--- src/hw/adc_fmt_pkg.sv ---
// Shared constants, types and register map of the converter result back end
// Operation
// - Single-ended clamps to 4095 and zero
// - Differential clamps to 2047 and -2048
// - Differential result is 16-bit sign-extended
// - Default right-adjusted, low byte holds LSBs
// - Left adjust moves MSBs to high byte
// - Sum 1 to 128 samples, powers of two
// - Widths 12 to 15 bits, zero padded by adjust
// - Two samples give 13-bit sum
// - Sixteen samples fill all 16 bits
// - Over sixteen samples drop low bits
// - Single-ended unsigned, differential two's complement
// - Differential right adjust pads with sign
// - Completed sum stored, ready flag set
package adc_fmt_pkg;
  localparam int RAW_W = 14;
  localparam int CLAMP_W = 13;
  localparam int ACC_W = 20;
  localparam int VAL_W = 16;
  localparam int ADDR_W = 5;
  localparam int DATA_W = 32;
  localparam int SCNT_W = 3;
  localparam int CNT_W = 8;
  // Register byte offsets
  localparam logic [ADDR_W-1:0] OFS_CONTROL_A = 5'h00;
  localparam logic [ADDR_W-1:0] OFS_CONTROL_B = 5'h04;
  localparam logic [ADDR_W-1:0] OFS_COMMAND = 5'h08;
  localparam logic [ADDR_W-1:0] OFS_STATUS = 5'h0C;
  localparam logic [ADDR_W-1:0] OFS_RESULT = 5'h10;
  // Field positions
  localparam int LEFT_BIT = 0;
  localparam int DIFF_BIT = 1;
  localparam int SCNT_LSB = 0;
  localparam int START_BIT = 0;
  localparam int BUSY_BIT = 0;
  localparam int RDY_BIT = 0;
  // Reset values
  localparam logic RST_LEFT = 1'h0;
  localparam logic RST_DIFF = 1'h0;
  localparam logic [SCNT_W-1:0] RST_SCNT = 3'h0;
  localparam logic [VAL_W-1:0] RST_VALUE = 16'h0000;
  // Saturation limits
  localparam logic signed [RAW_W-1:0] SE_MAX = 14'sh0FFF;
  localparam logic signed [RAW_W-1:0] SE_MIN = 14'sh0000;
  localparam logic signed [RAW_W-1:0] DF_MAX = 14'sh07FF;
  localparam logic signed [RAW_W-1:0] DF_MIN = -14'sh0800;
  // Sample-count code that fills exactly 16 bits
  localparam logic [SCNT_W-1:0] FULL_K = 3'h4;
  // Formatting latency from the go pulse to stored value, in clocks
  localparam int FMT_CYCLES = 2;

  typedef enum logic [2:0] {ST_IDLE, ST_REQ, ST_WAIT, ST_FORMAT, ST_STORE} seq_state_t;
endpackage : adc_fmt_pkg

--- src/hw/fmt_if.sv ---
// Link between the sequencer and the result formatter
`timescale 1ns/1ps
interface fmt_if;
  import adc_fmt_pkg::*;
  logic go;
  logic signed [ACC_W-1:0] sum;
  logic [SCNT_W-1:0] k;
  logic left;
  logic done;
  logic [VAL_W-1:0] value;
  modport seq (output go, output sum, output k, output left, input done, input value);
  modport fmt (input go, input sum, input k, input left, output done, output value);
endinterface : fmt_if

--- src/hw/result_formatter.sv ---
// Places an accumulated sum into the 16-bit result layout
`timescale 1ns/1ps
module result_formatter (
  input wire logic clk_sys,
  input wire logic rst,
  fmt_if.fmt fi
);
  import adc_fmt_pkg::*;

  typedef struct packed {
    logic done;
    logic [VAL_W-1:0] value;
  } fmt_state_t;

  fmt_state_t s_r, s_nxt;

  // Sum is already signed, so sign or zero padding falls out of the slice
  function automatic logic [VAL_W-1:0] place(input logic signed [ACC_W-1:0] sum,
                                             input logic [SCNT_W-1:0] k,
                                             input logic left);
    logic signed [ACC_W-1:0] shifted;
    shifted = sum;
    if (k > FULL_K) begin
      shifted = sum >>> (k - FULL_K);
    end else if (left) begin
      shifted = sum <<< (FULL_K - k);
    end
    // Right adjust keeps the slice: zeros or sign above the sum
    return shifted[VAL_W-1:0];
  endfunction : place

  // Next state
  always_comb begin
    s_nxt = s_r;
    s_nxt.done = 1'b0;
    if (fi.go) begin
      s_nxt.value = place(fi.sum, fi.k, fi.left);
      s_nxt.done = 1'b1;
    end
  end

  // State register
  always_ff @(posedge clk_sys or posedge rst) begin
    if (rst) begin
      s_r <= '0;
    end else begin
      s_r <= s_nxt;
    end
  end

  assign fi.done = s_r.done;
  assign fi.value = s_r.value;
endmodule : result_formatter

--- src/hw/adc_result_accumulate_format.sv ---
// Converter result back end: clamp, accumulate, format, Avalon-MM registers
`timescale 1ns/1ps
module adc_result_accumulate_format (
  input wire logic clk_sys,
  input wire logic rst,
  input wire logic [adc_fmt_pkg::ADDR_W-1:0] avs_address,
  input wire logic avs_read,
  input wire logic avs_write,
  input wire logic [adc_fmt_pkg::DATA_W-1:0] avs_writedata,
  input wire logic [3:0] avs_byteenable,
  output logic [adc_fmt_pkg::DATA_W-1:0] avs_readdata,
  output logic avs_waitrequest,
  output logic conv_start,
  output logic conv_diff,
  input wire logic raw_valid,
  input wire logic signed [adc_fmt_pkg::RAW_W-1:0] raw_code,
  output logic result_ready_flag,
  output logic busy
);
  import adc_fmt_pkg::*;

  typedef struct packed {
    seq_state_t state;
    logic left_adjust_sel;
    logic diff_sel;
    logic [SCNT_W-1:0] sample_count_sel;
    logic seq_left;
    logic seq_diff;
    logic [SCNT_W-1:0] seq_k;
    logic signed [ACC_W-1:0] acc;
    logic [CNT_W-1:0] cnt;
    logic [VAL_W-1:0] result_value;
    logic rdy;
    logic ack;
    logic [DATA_W-1:0] rdata;
    logic start;
    logic go;
  } main_state_t;

  main_state_t s_r, s_nxt;
  fmt_if fi ();

  // Saturate an over-range raw code into the legal code range
  function automatic logic signed [CLAMP_W-1:0] clamp(input logic signed [RAW_W-1:0] raw,
                                                      input logic diff);
    logic signed [RAW_W-1:0] c;
    c = raw;
    if (diff) begin
      if (raw > DF_MAX) begin
        c = DF_MAX;
      end else if (raw < DF_MIN) begin
        c = DF_MIN;
      end
    end else begin
      if (raw > SE_MAX) begin
        c = SE_MAX;
      end else if (raw < SE_MIN) begin
        c = SE_MIN;
      end
    end
    return c[CLAMP_W-1:0];
  endfunction : clamp

  // Sign-extend a clamped code to accumulator width
  function automatic logic signed [ACC_W-1:0] widen(input logic signed [CLAMP_W-1:0] c);
    return {{(ACC_W-CLAMP_W){c[CLAMP_W-1]}}, c};
  endfunction : widen

  // Read multiplexer; unmapped offsets read as zero
  function automatic logic [DATA_W-1:0] read_mux(input main_state_t s,
                                                 input logic [ADDR_W-1:0] a);
    logic [DATA_W-1:0] d;
    d = '0;
    case (a)
      OFS_CONTROL_A: begin
        d[LEFT_BIT] = s.left_adjust_sel;
        d[DIFF_BIT] = s.diff_sel;
      end
      OFS_CONTROL_B: begin
        d[SCNT_LSB +: SCNT_W] = s.sample_count_sel;
      end
      OFS_COMMAND: begin
        d[BUSY_BIT] = (s.state != ST_IDLE);
      end
      OFS_STATUS: begin
        d[RDY_BIT] = s.rdy;
      end
      OFS_RESULT: begin
        d[VAL_W-1:0] = s.result_value;
      end
      default: begin
        d = '0;
      end
    endcase
    return d;
  endfunction : read_mux

  // Number of samples a sequence needs for a sample-count code
  function automatic logic [CNT_W-1:0] target(input logic [SCNT_W-1:0] k);
    return 8'h01 << k;
  endfunction : target

  logic bus_req;
  assign bus_req = avs_read | avs_write;

  // Next state: bus slave, then sequencer
  always_comb begin
    s_nxt = s_r;
    s_nxt.start = 1'b0;
    s_nxt.go = 1'b0;
    s_nxt.ack = 1'b0;

    // First cycle of a request captures read data, second completes it
    if (bus_req && !s_r.ack) begin
      s_nxt.ack = 1'b1;
      s_nxt.rdata = read_mux(s_r, avs_address);
    end

    // Writes act only on the edge that ends the cycle with waitrequest low
    if (avs_write && s_r.ack && avs_byteenable[0]) begin
      case (avs_address)
        OFS_CONTROL_A: begin
          s_nxt.left_adjust_sel = avs_writedata[LEFT_BIT];
          s_nxt.diff_sel = avs_writedata[DIFF_BIT];
        end
        OFS_CONTROL_B: begin
          s_nxt.sample_count_sel = avs_writedata[SCNT_LSB +: SCNT_W];
        end
        OFS_COMMAND: begin
          // A start while a sequence runs is ignored
          if (avs_writedata[START_BIT] && s_r.state == ST_IDLE) begin
            s_nxt.state = ST_REQ;
            s_nxt.acc = '0;
            s_nxt.cnt = '0;
            s_nxt.seq_left = s_r.left_adjust_sel;
            s_nxt.seq_diff = s_r.diff_sel;
            s_nxt.seq_k = s_r.sample_count_sel;
          end
        end
        OFS_STATUS: begin
          // Write one to clear; a same-cycle completion below wins
          if (avs_writedata[RDY_BIT]) begin
            s_nxt.rdy = 1'b0;
          end
        end
        default: begin
        end
      endcase
    end

    // Sample sequencer
    case (s_r.state)
      ST_IDLE: begin
      end
      ST_REQ: begin
        s_nxt.start = 1'b1;
        s_nxt.state = ST_WAIT;
      end
      ST_WAIT: begin
        if (raw_valid) begin
          s_nxt.acc = s_r.acc + widen(clamp(raw_code, s_r.seq_diff));
          s_nxt.cnt = s_r.cnt + 8'h01;
          if (s_r.cnt + 8'h01 == target(s_r.seq_k)) begin
            s_nxt.state = ST_FORMAT;
          end else begin
            s_nxt.state = ST_REQ;
          end
        end
      end
      ST_FORMAT: begin
        s_nxt.go = 1'b1;
        s_nxt.state = ST_STORE;
      end
      ST_STORE: begin
        if (fi.done) begin
          s_nxt.result_value = fi.value;
          s_nxt.rdy = 1'b1;
          s_nxt.state = ST_IDLE;
        end
      end
      default: begin
        s_nxt.state = ST_IDLE;
      end
    endcase
  end

  // State register
  always_ff @(posedge clk_sys or posedge rst) begin
    if (rst) begin
      s_r <= '0;
      s_r.state <= ST_IDLE;
      s_r.left_adjust_sel <= RST_LEFT;
      s_r.diff_sel <= RST_DIFF;
      s_r.sample_count_sel <= RST_SCNT;
      s_r.result_value <= RST_VALUE;
    end else begin
      s_r <= s_nxt;
    end
  end

  // Formatter hookup; go follows the final sum by one cycle
  assign fi.go = s_r.go;
  assign fi.sum = s_r.acc;
  assign fi.k = s_r.seq_k;
  assign fi.left = s_r.seq_left;

  result_formatter u_fmt (
    .clk_sys(clk_sys),
    .rst(rst),
    .fi(fi.fmt)
  );

  // Outputs
  assign avs_waitrequest = bus_req & ~s_r.ack;
  assign avs_readdata = s_r.rdata;
  assign conv_start = s_r.start;
  assign conv_diff = s_r.seq_diff;
  assign result_ready_flag = s_r.rdy;
  assign busy = (s_r.state != ST_IDLE);
endmodule : adc_result_accumulate_format

--- config.mk ---
export PLATFORM = sky130hd
export DESIGN_NAME = adc_result_accumulate_format
export DESIGN_NICKNAME = d
export VERILOG_FILES = /design/src/hw/adc_fmt_pkg.sv /design/src/hw/fmt_if.sv /design/src/hw/result_formatter.sv /design/src/hw/adc_result_accumulate_format.sv
export SDC_FILE = /design/constraint.sdc
export NUM_CORES = 1
export LEC_CHECK = 0
export BUFFER_PORTS_ARGS = -buffer_cell sky130_fd_sc_hd__clkbuf_2
export CAP_MARGIN = 40
export CORE_MARGIN = 2
export CORE_UTILIZATION = 63
export DETAILED_ROUTE_END_ITERATION = 12
export PLACE_DENSITY = 0.95
export SYNTH_ARGS = -nofsm -noshare
export SYNTH_HDL_FRONTEND = slang
export SYNTH_SLANG_ARGS = --single-unit
--- constraint.sdc ---
create_clock -name clk_sys -period 4.7 [get_ports clk_sys]
set_clock_uncertainty 0.05 [all_clocks]
set_input_delay 0.94 -clock clk_sys [delete_from_list [all_inputs] [get_ports clk_sys]]
set_output_delay 0.94 -clock clk_sys [all_outputs]
set_load 0.005 [all_outputs]
==> results of run 1 <==
-- metrics by stage --
| step | cells | power, mW | cell area [µm²] | setup WS (ps) | hold slack (ps) |
|---|---|---|---|---|---|
| 6_report | 946 | 2.77 | 7140 | 1030 | 415 |
| 5_1_grt | 946 | 2.95 | 7140 | 811 | 424 |
| 4_1_cts | 946 | 2.75 | 7140 | 1050 | 414 |
| 3_5_place_dp | 930 | 2.19 | 6940 | 637 | 401 |
| 3_3_place_gp | 927 | 2.12 | 6890 | 686 | 389 |
| 2_1_floorplan | 814 | 1.92 | 6860 | 1100 | 302 |
-- critical path, cell delays in order --
cell      delay, ps
clkbuf_2         90
and2_1          350
nor2_1          170
nor2_1           50
nor2_1          100
a21oi_1          60
ha_1            230
fa_1            440
a211oi_2        220
o21bai_1        140
nor4b_1         160
or3_4           410
o211ai_2        190
nand3_1          90
a32o_1          250
-- per-layer routing --
layer / global-route usage, % / routed length, µm
met1: 34.8 / 6540
met2: 43.7 / 6950
met3: 3.87 / 849
met4: 10.3 / 360
met5: 0 / 0
-- cells in the mapped netlist (all sizes together), types with 3 or more instances --
master and n:
nor4b 3, a21oi 63, a31oi 10, nor2 85, o31ai 3, nand3 12
o211ai 9, nand2 113, and3 7, a211oi 10, nor3 7, o21ai 72
nand3b 3, nor2b 8, clkbuf 33, or2 5, o22ai 9, and2 4
nand4 5, buf 43, mux2 34, nor3b 3, xnor2 14, inv 21
mux2i 50, mux4 7, dfrtp 94, ha 27, xor2 13, a21o 6
-- sequential cells by signal, summed over array words and instances, names as in the netlist --
| signal | cells |
|---|---|
| s_r | 33 |
| fi.sum | 20 |
| avs_readdata | 16 |
| u_fmt.fi.value | 16 |
| fi.k | 3 |
| conv_diff | 1 |
| conv_start | 1 |
| fi.go | 1 |
| fi.left | 1 |
| result_ready_flag | 1 |
| u_fmt.fi.done | 1 |
-- kinds of logic after synthesis --
| logic type | count (synthesis) |
|---|---|
| adders and majority gates | 28 |
| xor gates and xnor gates | 27 |
| AOI/OAI and AO/OA | 197 |
| DFF | 94 |
| other | 1 |
| and+or+nand+nor | 263 |
| muxes | 91 |
| buffers and inverters | 98 |
-- worst max-delay path by stage --
stage	startpoint	end	slack (ps)
floorplan	raw_code[11]	fi.sum[16]	1100
global placement	raw_code[11]	fi.sum[16]	690
detailed placement	raw_code[11]	fi.sum[16]	640
CTS	raw_code[11]	fi.sum[16]	1050
global route	raw_code[11]	fi.sum[16]	810
finish	raw_code[11]	fi.sum[16]	1030
-- power groups by stage --
stage	sequential (mW)	combinational (mW)	clock (mW)
final	1.09	1.12	0.558
after global routing	1.10	1.25	0.600
after detailed placement	1.10	1.09	0
after CTS	1.08	1.10	0.568
after floorplan	1.03	0.888	0
after global placement	1.08	1.04	0
-- area by class of cell --
cell class,count,area [µm²],area share (%)
inverters,22,83.8,1.17
multi-input cells,622,4010,56.1
flip-flops and latches,94,2350,32.9
well taps,136,170,2.38
clock inverters,7,80.1,1.12
repair buffers,56,328,4.59
clock buffers,9,124,1.73
==> key figures, run 1 <==
Drt
  • Detailed Route WL: 14.7 mm
  • DR WL/cell: 15.5 µm
  • Via count: between 5000 and 6000
  • DRT Pass-1 Iters: 5
  • Final antenna-violating net count: 0
  • Number of DRC markers in iteration 0: about 500
  • Ratio of routed vias to standard cells: 6.11
  • Drt drc: 0

Synthesis
  • Cell variety after synth: 60
  • Mean Syn Cell Area: about 8.5 µm²
  • Largest family of logic cells by synthesized area: simple AND/OR/NAND/NOR gates
  • Complex-gate fraction of the synthesized area: 16.9%
  • Adder-Cell Fraction of Synth Area: 5.26%
  • Area of the mapped netlist: 6800 µm²
  • XOR/XNOR share of the synthesized area: 3.48%
  • Post-synthesis mux area share: 15.3%
  • Simple-gate portion of the synthesized area: 17.0%
  • #FFs+latches synth: between 90 and 100
  • Yosys warning count: 0
  • Ranking of synthesized cells by area: dfrtp_1 (35%), mux2i_1 (7.4%), nand2_1 (6.2%)
  • Yosys top cell area share: 34.6%
  • Mapped Cells: around 800
  • Top FF cell, synth: dfrtp_1
  • Sequential area share after synthesis: between 30 and 40%
  • Area leader, netlist: dfrtp_1
  • Number of synthesized flops with an enable pin: 0
  • Ys async rst share: 100%

Finish
  • Nets: 893
  • FILL cells: around 800
  • Final core area utilization: between 60% and 70%
  • Most common cell after layout, fill and taps aside: nand2_1
  • # diodes: 0
  • Share of cells above drive strength 1: between 10% and 20%
  • Most frequent cells in the layout: nand2_1 (113), dfrtp_1 (94), nor2_1 (85)
  • Area Overhead vs Synth: 5.00%

Global route
  • Gr ovfl total: 0
  • GRT Util Overall: 26.3%
  • Number of global-route vias before repair: 5318
  • Initial antenna violation count: 0
  • Pin count of the biggest net entering global routing: between 40 and 50
  • First-pass GRT wire length: 24.7 mm

Clocking
  • CTS tree: yes
  • Latest clock arrival within the worst-skew pair: 380 ps
  • Clock-pin slew on the worst setup and hold paths: 90 ps
  • CTS HTree Levels: 3
  • Post CTS Setup Buffer Count: 0
  • CTS Hold Bufs: 0
  • CTS resizes: 0
  • Clock sinks: 94
  • Max Root-Sink Buffers: 2
  • Num CTS Buffers: 9
  • Root buf cell: clkbuf_8

STA
  • Crit share post-route: approximately 78%
  • Final setup violation count: 0
  • Min Tclk post-route: 3670 ps
  • Rel. slew slack: 35.7%
  • Unrepaired setup endpoints after global routing: false
  • Final hold violations: 0
  • Setup tns final: 0 ps
  • Achievable Freq: 272 MHz
  • Pin slew with the least headroom to its limit: 965 ps
  • Slew Limit Fails: 0

Status
  • Status: finished, final reports clean

Worst setup path
  • Critical register-to-register path startpoint: conv_diff
  • Worst reg2reg setup slack: between 1000 and 1500 ps
  • Reg2Reg Depth: 14
  • CP Max Fanout: 22
  • Critical Path Source Type: primary input
  • Crit end category: register
  • WS Path Type: primary input to register
  • Worst endpoint required time: 4920 ps
  • Arr. time, crit path: 3900 ps
  • Worst flop-to-flop path endpoint: fi.sum[16]

Min path
  • Hold path cells: 1
  • Hold crit path type: register to register
  • Min-delay src: u_fmt.fi.done
  • Worst hold endpoint: s_r[92]

Floorplanning
  • Initial Util: 65.3%
  • IO Pins: 97
  • Die Width: ~110 µm
  • Die Span Y: 108 µm
  • Core area: roughly 10000 µm²
  • Rows: 37
  • Full die area: 11600 µm²

Power
  • Psw: 1.14 mW
  • Pwr/cell area: 388 nW/µm²
  • Clock Power Share: 20.2%
  • Sw Ratio: about 41%
  • Internal: 1.63 mW
  • Leakage power: 3.29 nW
  • Worst vdd ir: 0.211 mV
  • Logic pwr share: 40.5%
  • Seq pwr share: just under 40%

Placement
  • Routability cong.: 0.892
  • HPWL after DPL: 10.8 mm
  • PortBufs: 48

Job
  • Max-cap viol count: 0
(Power assumes the default switching activity.)
==> inputs of run 2 (changes only) <==
- ABC_AREA: not set -> 1
- CORE_UTILIZATION: 63 -> 53
- PLACE_DENSITY: 0.95 -> 0.86
- clock period: 4.7 -> 3.3 ns (I/O delays scaled with it)
==> key figures, run 2 <==
Worst setup path
  • Critical Path Source Type: primary input
  • CP Buf/Inv Count: 2
  • Worst endpoint required time: between 3000 and 4000 ps
  • Crit end category: register
  • Max incr delay on CP: between 300 and 400 ps
  • Arr. time, crit path: a little under 3000 ps
  • Crit path max-delay family: simple AND/OR/NAND/NOR gates
  • CP Max Fanout: 12
  • WS Path Type: primary input to register
  • Critical path, cell by cell: clkbuf_2, nor2_1, nor2_1, inv_1, a21oi_1, a21oi_1, ha_1, a21oi_1, a21boi_0, nand3_1, nand2_1, nand3_1, nand3_1, nand2_1
  • CP max stage cell: ha_1

Clocking
  • Clock-pin slew on the worst setup and hold paths: around 70 ps
  • Latest clock arrival within the worst-skew pair: about 350 ps
  • CTS HTree Levels: 3
  • Root buf cell: clkbuf_16
  • Post CTS Setup Buffer Count: 0
  • CTS tree: yes
  • Max Root-Sink Buffers: 2
  • CTS resizes: 0
  • CTS Hold Bufs: 0
  • Num CTS Buffers: 9
  • Clock sinks: 94

Synthesis
  • Mean Syn Cell Area: 7.10 µm²
  • Commonest cells post-synth: nand2_1 (308), dfrtp_1 (94), nand3_1 (91)
  • Area of the mapped netlist: around 7000 µm²
  • Ys async rst share: 100%
  • #FFs+latches synth: 94
  • Sequential area share after synthesis: 33.6%
  • Mapped Cells: approximately 990
  • Area leader, netlist: dfrtp_1
  • Cell with the most instances after synthesis: nand2_1
  • Yosys top cell area share: 33.6%
  • Yosys warning count: 0
  • Cell variety after synth: 50
  • Top FF cell, synth: dfrtp_1
  • Number of synthesized flops with an enable pin: 0
  • Ranking of synthesized cells by area: dfrtp_1 (34%), nand2_1 (17%), nand3_1 (6.5%)

Power
  • Worst vdd ir: 0.303 mV
  • Pwr/cell area: 601 nW/µm²
  • Pwr Total: between 4 and 5 mW
  • Internal: 2.54 mW
  • Psw: 1.92 mW
  • Clock Power Share: 21.5%
  • Seq pwr share: 36.6%
  • Logic pwr share: 42.0%
  • Sw Ratio: approximately 43%
  • Leakage power: 3.86 nW

Finish
  • Area Overhead vs Synth: 6.14%
  • Most common cell after layout, fill and taps aside: nand2_1
  • Final instance area: 7440 µm²
  • Number of flip-flops under the largest register name: 33
  • Share of cells above drive strength 1: between 10 and 15%
  • Nets: 1091
  • Biggest register: s_r
  • Most frequent cells in the layout: nand2_1 (308), dfrtp_1 (94), nand3_1 (91)
  • # diodes: 0

STA
  • Final hold violations: 0
  • Pin slew with the least headroom to its limit: 785 ps
  • Min Tclk post-route: 2700 ps
  • Rel. slew slack: 47.6%
  • Unrepaired setup endpoints after global routing: false
  • Slew Limit Fails: 0
  • Post-layout worst setup margin: 599 ps
  • Crit share post-route: roughly four fifths
  • Setup tns final: 0 ps
  • Achievable Freq: around 370 MHz
  • Final setup violation count: 0

Status
  • Status: finished, final reports clean

Global route
  • Number of global-route vias before repair: roughly 6100
  • Pin count of the biggest net entering global routing: 50
  • First-pass GRT wire length: 28.5 mm
  • GRT Util Overall: 24.3%
  • Gr ovfl total: 0
  • Initial antenna violation count: 0

Placement
  • Placed inst area: 7170 µm²
  • Routability cong.: 0.980
  • Pre-CTS setup slack: roughly 310 ps
  • HPWL after DPL: 12.3 mm
  • PortBufs: 48

Drt
  • Detailed Route WL: 16.4 mm
  • Ratio of routed vias to standard cells: 5.55
  • DRT Pass-1 Iters: 5
  • Final antenna-violating net count: 0
  • Number of DRC markers in iteration 0: 478
  • Drt drc: 0
  • DR WL/cell: approximately 14 µm
  • Via count: between 6000 and 7000

Floorplanning
  • Die Width: 119 µm
  • Core area: about 13000 µm²
  • IO Pins: 97
  • Full die area: 14200 µm²
  • Initial Util: a little over half
  • Rows: 42
  • Die Span Y: 119 µm

Job
  • Max-cap viol count: 0

Min path
  • Hold crit path type: primary input to asynchronous set/reset pin
-- run 2: cell types whose count changed after synthesis, sizes merged, moves of 32 or more --
| cell | previous run | this run |
|---|---|---|
| nor2 | 85 | 53 |
| nand2 | 113 | 326 |
| mux2i | 50 | 4 |
| inv | 21 | 88 |
| nand3 | 12 | 93 |
-- run 2: kinds of logic (layout without fill, tap and decap cells) --
family / count (synthesis) / count (layout) / synth area share (%)
flip-flops: 94 / 94 / 33.6
buffers and inverters: 158 / 163 / 11.3
multiplexers: 16 / 16 / 2.86
AO/OA/AOI/OAI: 195 / 195 / 16.2
XOR/XNOR: 5 / 5 / 0.625
other: 1 / 16 / 0.0535
adder cells (fa/ha/maj): 28 / 28 / 5.11
AND/OR/NAND/NOR: 490 / 490 / 30.2
-- run 2: path summary, 6_finish.rpt --
check	startpoint	end	slack, ps	cells past startpoint
min	rst	result_ready_flag	360	2
max	raw_code[13]	fi.sum[18]	600	14
min in group clk_sys	avs_readdata[12]	avs_readdata[12]	430	2
max in group asynchronous	rst	fi.sum[10]	2140	3
min reg2reg	avs_readdata[12]	avs_readdata[12]	430	2
max reg2reg	conv_diff	fi.sum[18]	630	14
-- run 2: area by class of cell --
cell class | instances | area [µm²]
clock buffer | 10 | 229
clock inverter | 5 | 36.3
fill | 1214 | 5650
inverter | 89 | 340
multi-input combinational | 750 | 3920
sequential | 94 | 2350
tap | 176 | 220
timing repair buffer | 59 | 343
-- run 2: per-layer routing --
| layer | track usage (%) | vias to the layer above | routed length [µm] | share of wire [%] |
|---|---|---|---|---|
| met3 | 3.45 | 28 | 1080 | 6.6 |
| met1 | 33.3 | 3026 | 7420 | 45 |
| met5 | 0 | - | 0 | 0 |
| met2 | 39.5 | 264 | 7620 | 46 |
| met4 | 8.18 | 0 | 299 | 1.8 |
| li1 | - | 3244 | - | - |
-- run 2: power groups by stage --
stage | clock, mW | combinational, mW | sequential, mW
after global routing | 1.02 | 2.13 | 1.66
after floorplan | 0 | 1.48 | 1.56
after global placement | 0 | 1.78 | 1.63
final | 0.958 | 1.87 | 1.63
after CTS | 0.975 | 1.84 | 1.62
after detailed placement | 0 | 1.83 | 1.64
-- run 2: per-stage QoR --
step | instances | util (%) | hold WS [ps]
3_3_place_gp | 1167 | 54.7 | 401
6_report | 1183 | 56.8 | 358
5_1_grt | 1183 | 56.8 | 429
3_5_place_dp | 1168 | 54.8 | 416
4_1_cts | 1183 | 56.8 | 376
2_1_floorplan | 1002 | - | 348
